--- src/hdl/tx_ctrl_map.svh ---
// offsets, field positions, reset values and counts of the transmit control bank
`ifndef TX_CTRL_MAP_SVH
`define TX_CTRL_MAP_SVH

// byte addresses of the per-channel transmit control registers
`define TXC_OFS_CH0 8'h04
`define TXC_OFS_CH1 8'h0C
`define TXC_OFS_CH2 8'h14
// channel configuration (prbs enables, rate mode) and error count status
`define TXC_OFS_CONFIG 8'h18
`define TXC_OFS_STATUS 8'h1C

// fields of tx_channel_control
`define TXC_BIT_BUILDOUT 0
`define TXC_BIT_EDGE_SEL 1
`define TXC_BIT_ALL_ONES 2
`define TXC_BIT_INS_ERR 4
`define TXC_BIT_DRV_MON 5
`define TXC_CTRL_RESET 8'h00
// writable bits 5,4,2,1,0; bits 7,6,3 read zero
`define TXC_CTRL_WMASK 8'h37

// fields of the configuration register
`define TXC_CFG_PRBS_LSB 0
`define TXC_CFG_E3_LSB 4
`define TXC_CFG_RESET 8'h00
`define TXC_CFG_WMASK 8'h77

// bus answers
`define TXC_RESP_OKAY 2'h0
`define TXC_RESP_SLVERR 2'h2

`define TXC_CHANNELS 3
`define TXC_SYNC_BITS 3

`endif

--- src/hdl/tx_ctrl_pkg.sv ---
// types shared by the transmit control bank and its channel slices
package tx_ctrl_pkg;

	// one channel's writable control fields
	typedef struct packed {
		logic drive_monitor;
		logic insert_error;
		logic send_all_ones;
		logic tx_clock_edge_select;
		logic line_buildout_select;
	} ctrl_s;

	// one dual-rail pair of data
	typedef struct packed {
		logic pos;
		logic neg;
	} rail_s;

	// one channel's pin group after synchronising
	typedef struct packed {
		logic clk;
		rail_s data;
	} pins_s;

	typedef enum logic [0:0] {
		WR_IDLE,
		WR_RESP
	} wr_state_e;

	typedef enum logic [0:0] {
		RD_IDLE,
		RD_DATA
	} rd_state_e;

endpackage : tx_ctrl_pkg

--- src/hdl/tx_ctrl_bank.sv ---
// AXI4-Lite register bank with three transmit channel slices
`include "tx_ctrl_map.svh"

module tx_ctrl_bank (
	input wire logic aclk,
	input wire logic aresetn,
	input wire logic ce,
	// write address channel
	input wire logic [7:0] s_axi_awaddr,
	input wire logic [2:0] s_axi_awprot,
	input wire logic s_axi_awvalid,
	output logic s_axi_awready,
	// write data channel
	input wire logic [31:0] s_axi_wdata,
	input wire logic [3:0] s_axi_wstrb,
	input wire logic s_axi_wvalid,
	output logic s_axi_wready,
	// write response channel
	output logic [1:0] s_axi_bresp,
	output logic s_axi_bvalid,
	input wire logic s_axi_bready,
	// read address channel
	input wire logic [7:0] s_axi_araddr,
	input wire logic [2:0] s_axi_arprot,
	input wire logic s_axi_arvalid,
	output logic s_axi_arready,
	// read data channel
	output logic [31:0] s_axi_rdata,
	output logic [1:0] s_axi_rresp,
	output logic s_axi_rvalid,
	input wire logic s_axi_rready,
	// system side pins, one bit per channel
	input wire logic [2:0] tx_line_clock_in,
	input wire logic [2:0] tx_positive_data_in,
	input wire logic [2:0] tx_negative_data_in,
	// line side and prbs generator requests
	output logic [2:0] tx_line_pos_out,
	output logic [2:0] tx_line_neg_out,
	output logic [2:0] prbs_error_insert,
	output logic [2:0] buildout_active,
	output logic [2:0] drive_monitor_internal
);
	import tx_ctrl_pkg::*;

	localparam int NCH = `TXC_CHANNELS;

	// register file
	ctrl_s ctrl_q [NCH];
	ctrl_s ctrl_d [NCH];
	logic [7:0] cfg_q, cfg_d;

	// write path state
	wr_state_e wr_q, wr_d;
	logic aw_have_q, aw_have_d;
	logic w_have_q, w_have_d;
	logic [7:0] awaddr_q, awaddr_d;
	logic [7:0] wbyte_q, wbyte_d;
	logic wlane0_q, wlane0_d;
	logic awready_q, awready_d;
	logic wready_q, wready_d;
	logic bvalid_q, bvalid_d;
	logic [1:0] bresp_q, bresp_d;

	// read path state
	rd_state_e rd_q, rd_d;
	logic arready_q, arready_d;
	logic rvalid_q, rvalid_d;
	logic [31:0] rdata_q, rdata_d;
	logic [1:0] rresp_q, rresp_d;

	// mirrors of channel state
	logic [7:0] err_count [NCH];
	logic [2:0] mon_q, mon_d;

	// channel index of an address, NCH when it is no channel register
	function automatic logic [1:0] chan_of(input logic [7:0] a);
		unique case (a)
			`TXC_OFS_CH0: chan_of = 2'h0;
			`TXC_OFS_CH1: chan_of = 2'h1;
			`TXC_OFS_CH2: chan_of = 2'h2;
			default: chan_of = 2'h3;
		endcase
	endfunction : chan_of

	// true for every address the bank answers with OKAY
	function automatic logic mapped(input logic [7:0] a);
		mapped = (chan_of(a) != 2'h3) || (a == `TXC_OFS_CONFIG)
			|| (a == `TXC_OFS_STATUS);
	endfunction : mapped

	// byte view of one channel's control fields, unused bits read zero
	function automatic logic [7:0] ctrl_byte(input ctrl_s c);
		ctrl_byte = 8'h00;
		ctrl_byte[`TXC_BIT_DRV_MON] = c.drive_monitor;
		ctrl_byte[`TXC_BIT_INS_ERR] = c.insert_error;
		ctrl_byte[`TXC_BIT_ALL_ONES] = c.send_all_ones;
		ctrl_byte[`TXC_BIT_EDGE_SEL] = c.tx_clock_edge_select;
		ctrl_byte[`TXC_BIT_BUILDOUT] = c.line_buildout_select;
	endfunction : ctrl_byte

	// write address and data are caught in either order, then applied
	always_comb begin
		wr_d = wr_q;
		aw_have_d = aw_have_q;
		w_have_d = w_have_q;
		awaddr_d = awaddr_q;
		wbyte_d = wbyte_q;
		wlane0_d = wlane0_q;
		bvalid_d = bvalid_q;
		bresp_d = bresp_q;
		if (s_axi_awvalid && awready_q) begin
			aw_have_d = 1'b1;
			awaddr_d = s_axi_awaddr;
		end
		if (s_axi_wvalid && wready_q) begin
			w_have_d = 1'b1;
			wbyte_d = s_axi_wdata[7:0];
			wlane0_d = s_axi_wstrb[0];
		end
		unique case (wr_q)
			WR_IDLE: begin
				if (aw_have_q && w_have_q) begin
					bvalid_d = 1'b1;
					bresp_d = mapped(awaddr_q) ? `TXC_RESP_OKAY
						: `TXC_RESP_SLVERR;
					aw_have_d = 1'b0;
					w_have_d = 1'b0;
					wr_d = WR_RESP;
				end
			end
			WR_RESP: begin
				if (s_axi_bready) begin
					bvalid_d = 1'b0;
					wr_d = WR_IDLE;
				end
			end
		endcase
		// one write under way at a time: hold off until the answer is taken
		awready_d = !aw_have_d && (wr_d == WR_IDLE);
		wready_d = !w_have_d && (wr_d == WR_IDLE);
	end

	// register updates; only byte lane 0 carries writable bits
	always_comb begin
		for (int i = 0; i < NCH; i++) begin
			ctrl_d[i] = ctrl_q[i];
		end
		cfg_d = cfg_q;
		if (wr_q == WR_IDLE && aw_have_q && w_have_q && wlane0_q) begin
			if (chan_of(awaddr_q) != 2'h3) begin
				// each channel owns its own fields
				ctrl_d[chan_of(awaddr_q)] = '{
					drive_monitor: wbyte_q[`TXC_BIT_DRV_MON],
					insert_error: wbyte_q[`TXC_BIT_INS_ERR],
					send_all_ones: wbyte_q[`TXC_BIT_ALL_ONES],
					tx_clock_edge_select: wbyte_q[`TXC_BIT_EDGE_SEL],
					line_buildout_select: wbyte_q[`TXC_BIT_BUILDOUT]};
			end else if (awaddr_q == `TXC_OFS_CONFIG) begin
				cfg_d = wbyte_q & `TXC_CFG_WMASK;
			end
		end
	end

	// read path answers one cycle after the address is taken
	always_comb begin
		rd_d = rd_q;
		rvalid_d = rvalid_q;
		rdata_d = rdata_q;
		rresp_d = rresp_q;
		unique case (rd_q)
			RD_IDLE: begin
				if (s_axi_arvalid && arready_q) begin
					rvalid_d = 1'b1;
					rresp_d = mapped(s_axi_araddr) ? `TXC_RESP_OKAY
						: `TXC_RESP_SLVERR;
					rdata_d = 32'h0000_0000;
					if (chan_of(s_axi_araddr) != 2'h3) begin
						rdata_d[7:0] = ctrl_byte(ctrl_q[chan_of(s_axi_araddr)]);
					end else if (s_axi_araddr == `TXC_OFS_CONFIG) begin
						rdata_d[7:0] = cfg_q;
					end else if (s_axi_araddr == `TXC_OFS_STATUS) begin
						// live counts of single-bit errors handed to each generator
						rdata_d[23:0] = {err_count[2], err_count[1], err_count[0]};
					end
					rd_d = RD_DATA;
				end
			end
			RD_DATA: begin
				if (s_axi_rready) begin
					rvalid_d = 1'b0;
					rd_d = RD_IDLE;
				end
			end
		endcase
		arready_d = (rd_d == RD_IDLE);
	end

	// drive monitor select is only stored and passed out
	always_comb begin
		for (int i = 0; i < NCH; i++) begin
			mon_d[i] = ctrl_q[i].drive_monitor;
		end
	end

	// bus and register file state
	always_ff @(posedge aclk) begin
		if (!aresetn) begin
			for (int i = 0; i < NCH; i++) begin
				// byte-wide reset value cut to the five stored fields
				ctrl_q[i] <= 5'(`TXC_CTRL_RESET);
			end
			cfg_q <= `TXC_CFG_RESET;
			wr_q <= WR_IDLE;
			aw_have_q <= 1'b0;
			w_have_q <= 1'b0;
			awaddr_q <= 8'h00;
			wbyte_q <= 8'h00;
			wlane0_q <= 1'b0;
			awready_q <= 1'b0;
			wready_q <= 1'b0;
			bvalid_q <= 1'b0;
			bresp_q <= `TXC_RESP_OKAY;
			rd_q <= RD_IDLE;
			arready_q <= 1'b0;
			rvalid_q <= 1'b0;
			rdata_q <= 32'h0000_0000;
			rresp_q <= `TXC_RESP_OKAY;
			mon_q <= 3'h0;
		end else if (ce) begin
			for (int i = 0; i < NCH; i++) begin
				ctrl_q[i] <= ctrl_d[i];
			end
			cfg_q <= cfg_d;
			wr_q <= wr_d;
			aw_have_q <= aw_have_d;
			w_have_q <= w_have_d;
			awaddr_q <= awaddr_d;
			wbyte_q <= wbyte_d;
			wlane0_q <= wlane0_d;
			awready_q <= awready_d;
			wready_q <= wready_d;
			bvalid_q <= bvalid_d;
			bresp_q <= bresp_d;
			rd_q <= rd_d;
			arready_q <= arready_d;
			rvalid_q <= rvalid_d;
			rdata_q <= rdata_d;
			rresp_q <= rresp_d;
			mon_q <= mon_d;
		end
	end

	assign s_axi_awready = awready_q;
	assign s_axi_wready = wready_q;
	assign s_axi_bvalid = bvalid_q;
	assign s_axi_bresp = bresp_q;
	assign s_axi_arready = arready_q;
	assign s_axi_rvalid = rvalid_q;
	assign s_axi_rdata = rdata_q;
	assign s_axi_rresp = rresp_q;
	assign drive_monitor_internal = mon_q;

	// per-channel pin synchronisers and datapaths
	generate
		for (genvar c = 0; c < NCH; c++) begin : g_ch
			pins_s pins;
			rail_s line;

			// clock and rails share one filter so they stay aligned
			pin_sync #(
				.W(`TXC_SYNC_BITS)
			) u_sync (
				.aclk(aclk),
				.aresetn(aresetn),
				.ce(ce),
				.async_in({tx_line_clock_in[c], tx_positive_data_in[c],
					tx_negative_data_in[c]}),
				.stable_q(pins)
			);

			tx_channel u_chan (
				.aclk(aclk),
				.aresetn(aresetn),
				.ce(ce),
				.ctrl(ctrl_q[c]),
				.prbs_enable(cfg_q[`TXC_CFG_PRBS_LSB + c]),
				.e3_mode(cfg_q[`TXC_CFG_E3_LSB + c]),
				.pins(pins),
				.line_q(line),
				.error_insert_q(prbs_error_insert[c]),
				.buildout_active_q(buildout_active[c]),
				.error_count_q(err_count[c])
			);

			assign tx_line_pos_out[c] = line.pos;
			assign tx_line_neg_out[c] = line.neg;
		end
	endgenerate

endmodule : tx_ctrl_bank

--- src/hdl/pin_sync.sv ---
// three-stage synchroniser with agreement filter for asynchronous pins
module pin_sync #(
	parameter int W = 1
) (
	input wire logic aclk,
	input wire logic aresetn,
	input wire logic ce,
	input wire logic [W-1:0] async_in,
	output logic [W-1:0] stable_q
);
	logic [W-1:0] s1_q, s2_q, s3_q, stable_d;

	// only the second and third stages feed the filter, the first flop never does
	always_comb begin
		for (int i = 0; i < W; i++) begin
			stable_d[i] = (s2_q[i] == s3_q[i]) ? s3_q[i] : stable_q[i];
		end
	end

	// stages and filter freeze with the clock enable
	always_ff @(posedge aclk) begin
		if (!aresetn) begin
			s1_q <= '0;
			s2_q <= '0;
			s3_q <= '0;
			stable_q <= '0;
		end else if (ce) begin
			s1_q <= async_in;
			s2_q <= s1_q;
			s3_q <= s2_q;
			stable_q <= stable_d;
		end
	end

endmodule : pin_sync

--- src/hdl/tx_channel.sv ---
// one transmit channel: edge-selected sampling, all-ones override, error pulse
`include "tx_ctrl_map.svh"
module tx_channel (
	input wire logic aclk,
	input wire logic aresetn,
	input wire logic ce,
	input wire tx_ctrl_pkg::ctrl_s ctrl,
	input wire logic prbs_enable,
	input wire logic e3_mode,
	input wire tx_ctrl_pkg::pins_s pins,
	output tx_ctrl_pkg::rail_s line_q,
	output logic error_insert_q,
	output logic buildout_active_q,
	output logic [7:0] error_count_q
);
	import tx_ctrl_pkg::*;

	logic clk_prev_q, clk_prev_d;
	logic ins_prev_q, ins_prev_d;
	logic mark_q, mark_d;
	rail_s line_d;
	logic error_insert_d, buildout_active_d, take;
	logic [7:0] error_count_d;

	// next state of the channel datapath
	always_comb begin
		clk_prev_d = pins.clk;
		// rising edge when selected, falling edge otherwise
		take = ctrl.tx_clock_edge_select ? (pins.clk & ~clk_prev_q)
			: (~pins.clk & clk_prev_q);
		line_d = line_q;
		mark_d = mark_q;
		if (take) begin
			if (ctrl.send_all_ones) begin
				// marks alternate polarity so the line stays balanced
				line_d.pos = ~mark_q;
				line_d.neg = mark_q;
				mark_d = ~mark_q;
			end else begin
				line_d = pins.data;
			end
		end
		// compare against the last registered value, ignore when off
		ins_prev_d = ctrl.insert_error;
		error_insert_d = ctrl.insert_error & ~ins_prev_q
			& prbs_enable;
		error_count_d = error_count_q + {7'h00, error_insert_d};
		// shaping only follows the field outside E3 operation
		buildout_active_d = ctrl.line_buildout_select & ~e3_mode;
	end

	// registers of the channel
	always_ff @(posedge aclk) begin
		if (!aresetn) begin
			clk_prev_q <= 1'b0;
			ins_prev_q <= 1'b0;
			mark_q <= 1'b0;
			line_q <= '0;
			error_insert_q <= 1'b0;
			buildout_active_q <= 1'b0;
			error_count_q <= 8'h00;
		end else if (ce) begin
			clk_prev_q <= clk_prev_d;
			ins_prev_q <= ins_prev_d;
			mark_q <= mark_d;
			line_q <= line_d;
			error_insert_q <= error_insert_d;
			buildout_active_q <= buildout_active_d;
			error_count_q <= error_count_d;
		end
	end

endmodule : tx_channel

--- config.mk ---
export PLATFORM = sky130hd
export DESIGN_NAME = tx_ctrl_bank
export DESIGN_NICKNAME = d
export VERILOG_FILES = /design/src/hdl/tx_ctrl_pkg.sv /design/src/hdl/tx_ctrl_bank.sv /design/src/hdl/pin_sync.sv /design/src/hdl/tx_channel.sv
export VERILOG_INCLUDE_DIRS = /design/src /design/src/hdl
export SDC_FILE = /design/constraint.sdc
export NUM_CORES = 1
export LEC_CHECK = 0
export BUFFER_PORTS_ARGS = -buffer_cell sky130_fd_sc_hd__buf_4
export CELL_PAD_IN_SITES_DETAIL_PLACEMENT = 1
export CELL_PAD_IN_SITES_GLOBAL_PLACEMENT = 2
export CORE_MARGIN = 1
export CORE_UTILIZATION = 34
export DETAILED_ROUTE_END_ITERATION = 8
export GPL_TIMING_DRIVEN = 0
export PLACE_DENSITY = 0.8
export SETUP_SLACK_MARGIN = 0.02
export SLEW_MARGIN = 20
export SYNTH_ARGS = -nofsm -noshare
export SYNTH_HDL_FRONTEND = slang
export SYNTH_HIERARCHICAL = 1
export SYNTH_SLANG_ARGS = --single-unit
--- constraint.sdc ---
create_clock -name aclk -period 3.65 [get_ports aclk]
set_clock_uncertainty 0.2 [all_clocks]
set_input_delay 0.1825 -clock aclk [delete_from_list [all_inputs] [get_ports aclk]]
set_output_delay 0.1825 -clock aclk [all_outputs]
set_load 0.01 [all_outputs]
==> flow_summary.json, run 1 <==
{
  "areaGrowthSynthToFinish_pct": 28.1,
  "ys_async_sr_fraction": 0,
  "ys.flop_type": "dfxtp_1",
  "cts_setup_buffers": 0,
  "cts_sinks": 155,
  "antenna_found_initial": 0,
  "wire_per_inst_um": 16.1,
  "drv_slew": 0,
  "synth_seq_cells": 155,
  "first_pass_iters": 4,
  "place_congestion": 0.771,
  "die_w_um": 143,
  "core_mm2": 0.0195,
  "cp.arrival_ns": 2.57,
  "path_class": "reg2reg",
  "start_util": 0.349,
  "cap_violations": 0,
  "end_kind": "flop",
  "rr_startpoint": "awaddr_q[7]",
  "critPathLaunchType": "flop",
  "pre_cts_slack_ns": 0.464,
  "worst_pin_slew_ns": 0.902,
  "ir_drop_uv": 327,
  "cts_root_buf": "clkbuf_16",
  "netlist.area_leader.share": 0.412,
  "critPathSlowestCell": "nor4_2",
  "route.detailed.drc": 0,
  "final_antenna_net_count": 0,
  "grt_max_degree": 27,
  "synth_commonest_cells": "dfxtp_1, nor2_1, mux2i_1",
  "grt_setup_unrepaired": "false",
  "period_minus_slack_ns": 2.62,
  "power.density_mw_per_mm2": 437,
  "cts_tree": "yes",
  "post-route-util": 0.447,
  "max_freq_mhz": 382,
  "ys_seq_area_frac": 0.478,
  "yosysMostFrequentCell": "dfxtp_1",
  "fill_cells": 2221,
  "min_from": "aresetn",
  "setup_violations": 0,
  "cp_slowest_stage_delay_ns": 0.75,
  "ios": 131,
  "grt_use_total": 0.180,
  "viasPerCell": 4.87,
  "yosysTopAreaCell": "dfxtp_1",
  "die_h_um": 143,
  "status": "complete, no violations",
  "path_delay_family": "simple AND/OR/NAND/NOR gates",
  "synth.distinct_cells": 56,
  "crit_fanout": 5,
  "synth_warnings": 6,
  "max-clock-path-buffers": 2,
  "htree_num_levels": 4,
  "drtIter0Drc": 178,
  "insertion_delay_ns": 0.42,
  "hpwl_um": 13200,
  "diodes": 0,
  "io_buffers": 84,
  "finalWirelength_um": 17900,
  "std_cell_rows": 51,
  "avgSynthCellArea_um2": 9.85,
  "worstPathCellList": "or4_1, buf_2, nor4_2, mux2i_1, nor2_1",
  "p_leak_nw": 3.49,
  "via_count": 5418,
  "syn_inst": 691,
  "holdPathStages": 3,
  "drive_gt1_frac": 0.208,
  "grt_pass1_vias": 5670,
  "cp-startpoint": "awaddr_q[7]",
  "die_area_mm2": 0.0206,
  "relSlewSlack": 0.394,
  "netlist_area_mm2": 0.00681,
  "synthTopCellsByArea": "dfxtp_1, mux2i_1, edfxtp_1",
  "worstPathRequired_ns": 3.60,
  "nNetsFinal": 915,
  "overflow": 0,
  "r2r_slack_ns": 1.03,
  "grt_pass1_wl_um": 28500,
  "period_share": 0.718,
  "hold_viol": 0,
  "clkTransAtPathRegs_ns": 0.07,
  "hold_end": "g_ch[1].u_sync/stable_q[2]",
  "synth_edf_count": 15,
  "min_path_type": "in2reg",
  "r2r_end": "ctrl_q[0][1]",
  "r2r_cells": 5,
  "numCtsBuffers": 17,
  "cp_num_buf_inv": 1,
  "setup_ws_ns": 1.03
}
-- sequential cells by signal (all words and copies together) (netlist names), 8 cells and up --
signal and count:
g_ch.u_sync/stable_q 9, g_ch.u_chan/error_count_q 24, g_ch.u_sync/s3_q 9, s_axi_rdata 24, g_ch.u_sync/s1_q 9, g_ch.u_sync/s2_q 9, ctrl_q 15, awaddr_q 8
-- cells in the final DEF (no fill, tap or decap), types with 7 or more instances in the layout --
cell type,count
o21ai_0,13
nand3_1,13
dlygate4sd3_1,31
nand4_1,7
clkbuf_1,15
clkbuf_16,19
xor2_1,9
buf_4,100
mux2i_1,85
nor2_1,102
nand2b_1,13
a21oi_1,40
edfxtp_1,15
nand2_1,65
inv_1,21
a22oi_1,23
conb_1,10
dfxtp_1,140
-- cells by family after synthesis --
logic type,Yosys count,synth area share
muxes,89,0.133
DFF,155,0.478
xor gates and xnor gates,9,0.0116
adders and majority gates,6,0.0110
buffers and inverters,67,0.0588
other,1,0.000551
and+or+nand+nor,255,0.200
AOI/OAI and AO/OA,109,0.106
-- tightest hold or removal path, stage by stage --
cell     delay (ns)
buf_4          0.23
nand2_1        0.11
o32ai_1        0.05
-- per-stage QoR --
step,hold WS (ns),power (mW),setup TNS [ns],cells,area (um2)
3_5_place_dp,0.228,2.08,0,1049,7820
5_1_grt,0.0315,3.96,0,1112,8720
4_1_cts,0.0114,3.86,0,1112,8710
6_report,0.0212,3.81,0,1112,8720
3_3_place_gp,0.207,2.07,-0.149,1049,7800
2_1_floorplan,0.102,1.98,0,700,6840
-- worst max path at each step --
| stage | to | slack [ns] | cells after the start |
|---|---|---|---|
| floorplan | ctrl_q[0][0] | 0.60 | 4 |
| global placement | ctrl_q[1][2] | -0.01 | 4 |
| detailed placement | s_axi_rdata[14] | 0.46 | 7 |
| CTS | s_axi_rdata[14] | 0.90 | 7 |
| global route | ctrl_q[0][3] | 0.91 | 5 |
| finish | ctrl_q[0][1] | 1.03 | 5 |
-- final cells by class --
| type | instances | area (um2) | share of cell area |
|---|---|---|---|
| Clock inverter | 11 | 104 | 0.0119 |
| Inverter | 25 | 93.8 | 0.0108 |
| Timing Repair Buffer | 115 | 941 | 0.108 |
| Multi-Input combinational cell | 478 | 3210 | 0.368 |
| Sequential cell | 155 | 3250 | 0.373 |
| Tap cell | 265 | 332 | 0.0380 |
| Buffer | 42 | 307 | 0.0352 |
| Clock buffer | 21 | 483 | 0.0554 |
-- power breakdown --
group | leakage [nW] | switching (mW) | internal, mW
Combinational | 1.92 | 0.143 | 0.140
Clock | 0.281 | 0.714 | 1.03
Sequential | 1.29 | 0.0337 | 1.75
Total | 3.49 | 0.891 | 2.92
-- per-layer routing --
metal | GRT usage | vias to the layer above | wire length, um
met1 | 0.214 | 2627 | 7930
met4 | 0.0655 | 0 | 255
li1 | - | 2687 | -
met2 | 0.322 | 89 | 9100
met3 | 0.0320 | 15 | 569
met5 | 0 | - | 0
-- what timing repair did --
action,in CTS,in global routing
hold buffers,31,0
hold endpoints to repair,35,0
resized for setup,0,0
(Power assumes the default switching activity.)
==> run 2: changes to the inputs <==
--- a/config.mk
+++ b/config.mk
@@ -6,11 +6,12 @@
 export SDC_FILE = /design/constraint.sdc
 export NUM_CORES = 1
 export LEC_CHECK = 0
+export ABC_AREA = 1
 export BUFFER_PORTS_ARGS = -buffer_cell sky130_fd_sc_hd__buf_4
 export CELL_PAD_IN_SITES_DETAIL_PLACEMENT = 1
 export CELL_PAD_IN_SITES_GLOBAL_PLACEMENT = 2
 export CORE_MARGIN = 1
-export CORE_UTILIZATION = 34
+export CORE_UTILIZATION = 32
 export DETAILED_ROUTE_END_ITERATION = 8
 export GPL_TIMING_DRIVEN = 0
 export PLACE_DENSITY = 0.8
==> constraint.sdc (replaced) <==
create_clock -name aclk -period 2.6 [get_ports aclk]
set_clock_uncertainty 0.2 [all_clocks]
set_input_delay 0.13 -clock aclk [delete_from_list [all_inputs] [get_ports aclk]]
set_output_delay 0.13 -clock aclk [all_outputs]
set_load 0.01 [all_outputs]
==> flow_summary.json, run 2 <==
{
  "place_congestion": 0.734,
  "end_kind": "flop",
  "nNetsFinal": 1087,
  "route.detailed.drc": 0,
  "drive_gt1_frac": 0.207,
  "via_count": 6062,
  "ys_async_sr_fraction": 0,
  "power_mw": 5.45,
  "dpl_cell_area_mm2": 0.00791,
  "min_path_type": "in2reg",
  "intPower_mw": 4.07,
  "period_minus_slack_ns": 2.27,
  "diodes": 0,
  "max_freq_mhz": 440,
  "start_util": 0.327,
  "die_h_um": 149,
  "syn_inst": 861,
  "synth_seq_cells": 155,
  "yosysTopAreaCell": "dfxtp_1",
  "cts_setup_buffers": 0,
  "status": "complete, no violations",
  "grt_pass1_vias": 6068,
  "synth.distinct_cells": 40,
  "cts_tree": "yes",
  "dp.cells": 1230,
  "worst_pin_slew_ns": 0.774,
  "grt_max_degree": 30,
  "critPathSlowestCell": "clkbuf_1",
  "combPwrFrac": 0.087,
  "drv_slew": 0,
  "core_mm2": 0.0211,
  "p_sw_frac": 0.253,
  "antenna_found_initial": 0,
  "setup_violations": 0,
  "clkPwrFrac": 0.444,
  "io_buffers": 85,
  "cpMostUsedCell": "dlygate4sd3_1",
  "cp.arrival_ns": 2.39,
  "relSlewSlack": 0.484,
  "ir_drop_uv": 409,
  "std_cell_rows": 53,
  "grt_setup_unrepaired": "false",
  "die_area_mm2": 0.0221,
  "worstPathCellList": "dlygate4sd3_1, buf_4, inv_1, clkbuf_1, a21oi_1, dlygate4sd3_1",
  "numCtsBuffers": 17,
  "power.density_mw_per_mm2": 618,
  "p_sw_mw": 1.38,
  "worstPathRequired_ns": 2.72,
  "setup_ws_ns": 0.328,
  "wire_per_inst_um": 14.5,
  "synth_edf_count": 15,
  "synth_warnings": 6,
  "final_cell_mix": "dfxtp_1, nand2_1, nor2_1, inv_1, buf_4",
  "crit_fanout": 10,
  "p_leak_nw": 3.61,
  "fill_cells": 2542,
  "hpwl_um": 13300,
  "synth_commonest_cells": "dfxtp_1, nand2_1, nor2_1",
  "cts_sinks": 155,
  "areaGrowthSynthToFinish_pct": 27.8,
  "critPathLaunchType": "primary input",
  "grt_pass1_wl_um": 30900,
  "cp_num_buf_inv": 5,
  "cts_root_buf": "clkbuf_16",
  "grt_use_total": 0.180,
  "ys_seq_area_frac": 0.472,
  "final_antenna_net_count": 0,
  "stdcell_count": 1294,
  "insertion_delay_ns": 0.43,
  "ys.flop_type": "dfxtp_1",
  "cap_violations": 0,
  "path_class": "in2reg",
  "drtIter0Drc": 235,
  "p_seq_frac": 0.469,
  "clkTransAtPathRegs_ns": 0.07,
  "pre_cts_slack_ns": -0.0343,
  "max-clock-path-buffers": 2,
  "htree_num_levels": 4,
  "final_common_cell": "dfxtp_1",
  "yosysMostFrequentCell": "dfxtp_1",
  "first_pass_iters": 4,
  "synthTopCellsByArea": "dfxtp_1, nand2_1, edfxtp_1",
  "viasPerCell": 4.68,
  "avgSynthCellArea_um2": 8.01,
  "design_area_mm2": 0.00881,
  "netlist_area_mm2": 0.00689,
  "ios": 131,
  "cp_slowest_stage_delay_ns": 0.58,
  "die_w_um": 149,
  "netlist.area_leader.share": 0.407,
  "period_share": 0.874,
  "finalWirelength_um": 18700,
  "hold_viol": 0,
  "path_delay_family": "buffers and inverters",
  "overflow": 0
}
[run 2: cell type report]
type,count,area [um2],area share
Inverter,100,390,0.0443
Timing Repair Buffer,117,968,0.110
Tap cell,275,344,0.0390
Multi-Input combinational cell,578,2990,0.340
Buffer,37,294,0.0334
Clock buffer,19,453,0.0514
Sequential cell,155,3250,0.369
Clock inverter,13,118,0.0133
[run 2: kinds of logic after synthesis]
kind of cell               share of synthesized area
AOI/OAI and AO/OA                              0.178
and+or+nand+nor                                0.239
buffers and inverters                         0.0993
adders and majority gates                     0.0109
other                                       0.000544
DFF                                            0.472
[run 2: power groups by stage]
stage	logic [mW]	registers, mW	clock network, mW
CTS	0.477	2.56	2.48
floorplan	0.265	2.60	0
finish	0.472	2.56	2.42
detailed placement	0.433	2.61	0
global placement	0.426	2.61	0
global route	0.533	2.57	2.57
[run 2: routing by layer]
metal  GRT usage  wire length (um)  vias to the layer above  part of all wire
met2       0.284              8450                       84              0.45
li1            -                 -                     3111                 -
met3      0.0394               561                       14             0.030
met1       0.247              9510                     2853              0.51
met4      0.0505               212                        0             0.011
met5           0                 0                        -                 0
[run 2: repair_timing]
action / CTS / global route
gates resized for setup: 0 / 1
hold buffers: 32 / 0
hold endpoints to repair: 62 / 0
setup endpoints to repair: 0 / 15
[run 2: path summary, 6_finish.rpt]
check	endpoint	slack (ns)	from	depth (start not counted)
hold reg to reg	awaddr_q[7]	0.26	awaddr_q[7]	2
hold / removal	s_axi_bresp[1]	0.07	ce	4
setup reg to reg	ctrl_q[2][0]	0.49	awaddr_q[4]	6
setup / recovery	s_axi_bvalid	0.33	aresetn	6
[run 2: worst reg2reg max path, delay by kind of cell, from the launching register on]
kind | cells | cell delay, ns
AOI/OAI and AO/OA | 1 | 0.19
and+or+nand+nor | 4 | 1.00
DFF | 1 | 0.33
buffers and inverters | 1 | 0.07
[run 2: stage by stage]
step / hold slack (ns) / TNS (ns) / utilization
5_1_grt: 0.0867 / 0 / 0.418
2_1_floorplan: 0.0477 / 0 / -
3_5_place_dp: 0.153 / -0.508 / 0.375
4_1_cts: 0.0579 / 0 / 0.418
3_3_place_gp: 0.154 / 0 / 0.375
6_report: 0.0694 / 0 / 0.418
==> run 3: changes to the inputs <==
--- a/config.mk
+++ b/config.mk
@@ -8,7 +8,7 @@
 export LEC_CHECK = 0
 export ABC_AREA = 1
 export BUFFER_PORTS_ARGS = -buffer_cell sky130_fd_sc_hd__buf_4
-export CELL_PAD_IN_SITES_DETAIL_PLACEMENT = 1
+export CELL_PAD_IN_SITES_DETAIL_PLACEMENT = 2
 export CELL_PAD_IN_SITES_GLOBAL_PLACEMENT = 2
 export CORE_MARGIN = 1
 export CORE_UTILIZATION = 32
==> flow_summary.json, run 3 (synthesis gave the netlist of run 2 again) <==
{
  "r2r_slack_ns": 0.42,
  "stdcell_count": 1294,
  "nNetsFinal": 1087,
  "final_common_cell": "dfxtp_1",
  "worst_pin_slew_ns": 0.839,
  "r2r_cells": 6,
  "worstPathRequired_ns": 2.75,
  "start_util": 0.327,
  "areaGrowthSynthToFinish_pct": 27.9,
  "cap_violations": 0,
  "tns_ns": 0,
  "io_buffers": 85,
  "cp.arrival_ns": 2.51,
  "die_area_mm2": 0.0221,
  "numCtsBuffers": 17,
  "holdPathStages": 3,
  "rr_startpoint": "awaddr_q[4]",
  "multiInputGateArea_mm2": 0.00299,
  "cts_sinks": 155,
  "end_kind": "flop",
  "design_area_mm2": 0.00882,
  "viasPerCell": 4.90,
  "antenna_found_initial": 0,
  "htree_num_levels": 4,
  "max-clock-path-buffers": 2,
  "setup_ws_ns": 0.237,
  "std_cell_rows": 53,
  "path_class": "in2reg",
  "period_share": 0.909,
  "diodes": 0,
  "cpMostUsedCell": "dlygate4sd3_1",
  "cp_slowest_stage_delay_ns": 1.14,
  "grt_use_total": 0.212,
  "overflow": 0,
  "power.density_mw_per_mm2": 628,
  "min_path_type": "in2reg",
  "cts_tree": "yes",
  "min_from": "ce",
  "finalWirelength_um": 22100,
  "wire_per_inst_um": 17.0,
  "grt_pass1_vias": 6911,
  "regArea_mm2": 0.00325,
  "first_pass_iters": 4,
  "dpl_cell_area_mm2": 0.00791,
  "period_minus_slack_ns": 2.36,
  "critPathLaunchType": "primary input",
  "ir_drop_uv": 380,
  "p_leak_nw": 3.62,
  "relSlewSlack": 0.439,
  "pre_cts_slack_ns": 0.0104,
  "hold_end": "s_axi_bvalid",
  "clkTransAtPathRegs_ns": 0.06,
  "path_delay_family": "buffers and inverters",
  "core_mm2": 0.0211,
  "drive_gt1_frac": 0.201,
  "drtIter0Drc": 242,
  "hpwl_um": 14700,
  "crit_fanout": 17,
  "grt_max_degree": 18,
  "route.detailed.drc": 0,
  "cts_root_buf": "clkbuf_16",
  "grt_pass1_wl_um": 36200,
  "die_w_um": 149,
  "fill_cells": 2404,
  "setup_violations": 0,
  "r2r_end": "ctrl_q[2][0]",
  "critPathSlowestCell": "dlygate4sd3_1",
  "cts_setup_buffers": 0,
  "final_cell_mix": "dfxtp_1, nand2_1, nor2_1, inv_1, buf_4",
  "place_congestion": 0.734,
  "max_freq_mhz": 423,
  "cp_num_buf_inv": 3,
  "via_count": 6345,
  "dp.cells": 1230,
  "grt_setup_unrepaired": "false",
  "status": "complete, no violations",
  "final_antenna_net_count": 0,
  "worstPathCellList": "dlygate4sd3_1, buf_4, dlygate4sd3_1, o21ai_0, nor2_1",
  "drv_slew": 0,
  "hold_viol": 0,
  "insertion_delay_ns": 0.43,
  "die_h_um": 149,
  "ios": 131
}
-- run 3: changes by cell type in the layout (fill, tap and decap cells not counted), moves of 2 or more --
| cell | previous run | this run |
|---|---|---|
| clkinvlp_4 | 6 | 1 |
| clkbuf_8 | 2 | 4 |
| clkbuf_1 | 8 | 13 |
| inv_6 | 5 | 3 |
-- run 3: metrics by stage --
stage,util,total power [mW],hold WS (ns)
global placement,0.375,3.03,0.154
floorplan,-,2.86,0.0477
finish,0.418,5.54,0.0237
CTS,0.418,5.59,0.0105
detailed placement,0.375,3.05,0.164
global route,0.418,5.75,0.0420
-- run 3: layer usage --
metal  GRT usage  vias up  wire, um
met3      0.0361       21       559
met5           0        -         0
li1            -     3108         -
met4      0.0638        0       357
met2       0.375       96     11100
met1       0.261     3120     10000
-- run 3: repair_timing --
action                                  CTS  global route
hold endpoints to repair                 43             0
endpoints found under the setup margin    0            15
gates resized for setup                   0             1
hold buffers                             32             0
-- run 3: report_power, final --
group / internal (mW) / switching (mW) / leakage [nW] / total [mW]
sequential: 2.50 / 0.0652 / 1.30 / 2.56
combinational: 0.203 / 0.289 / 2.04 / 0.492
clock: 1.52 / 0.970 / 0.285 / 2.49
-- run 3: final cells by class --
cell class	instances	share of cell area
inverter	100	0.0443
tap	275	0.0390
multi-input combinational	578	0.339
clock buffer	26	0.0566
timing repair buffer	117	0.109
buffer	37	0.0333
sequential	155	0.369
clock inverter	6	0.00979
-- run 3: worst max-delay path by stage --
stage / from / end / slack (ns) / cells after the start
after detailed placement: aresetn / ctrl_q[0][2] / 0.01 / 4
after global routing: aresetn / g_ch[1].u_chan/ins_prev_q / 0.12 / 5
final: aresetn / g_ch[1].u_chan/ins_prev_q / 0.24 / 5
after global placement: aresetn / ctrl_q[0][2] / 0.02 / 4
after floorplan: awaddr_q[4] / ctrl_q[0][0] / 0.75 / 6
after CTS: aresetn / ctrl_q[0][2] / 0.11 / 5
-- run 3: worst register-to-register path, stage by stage (launching register included) --
cell,delay (ns)
dfxtp_1,0.33
inv_1,0.07
nor3_1,0.32
nand2_1,0.28
o21ai_0,0.20
nand2_1,0.10
nand2_2,0.33
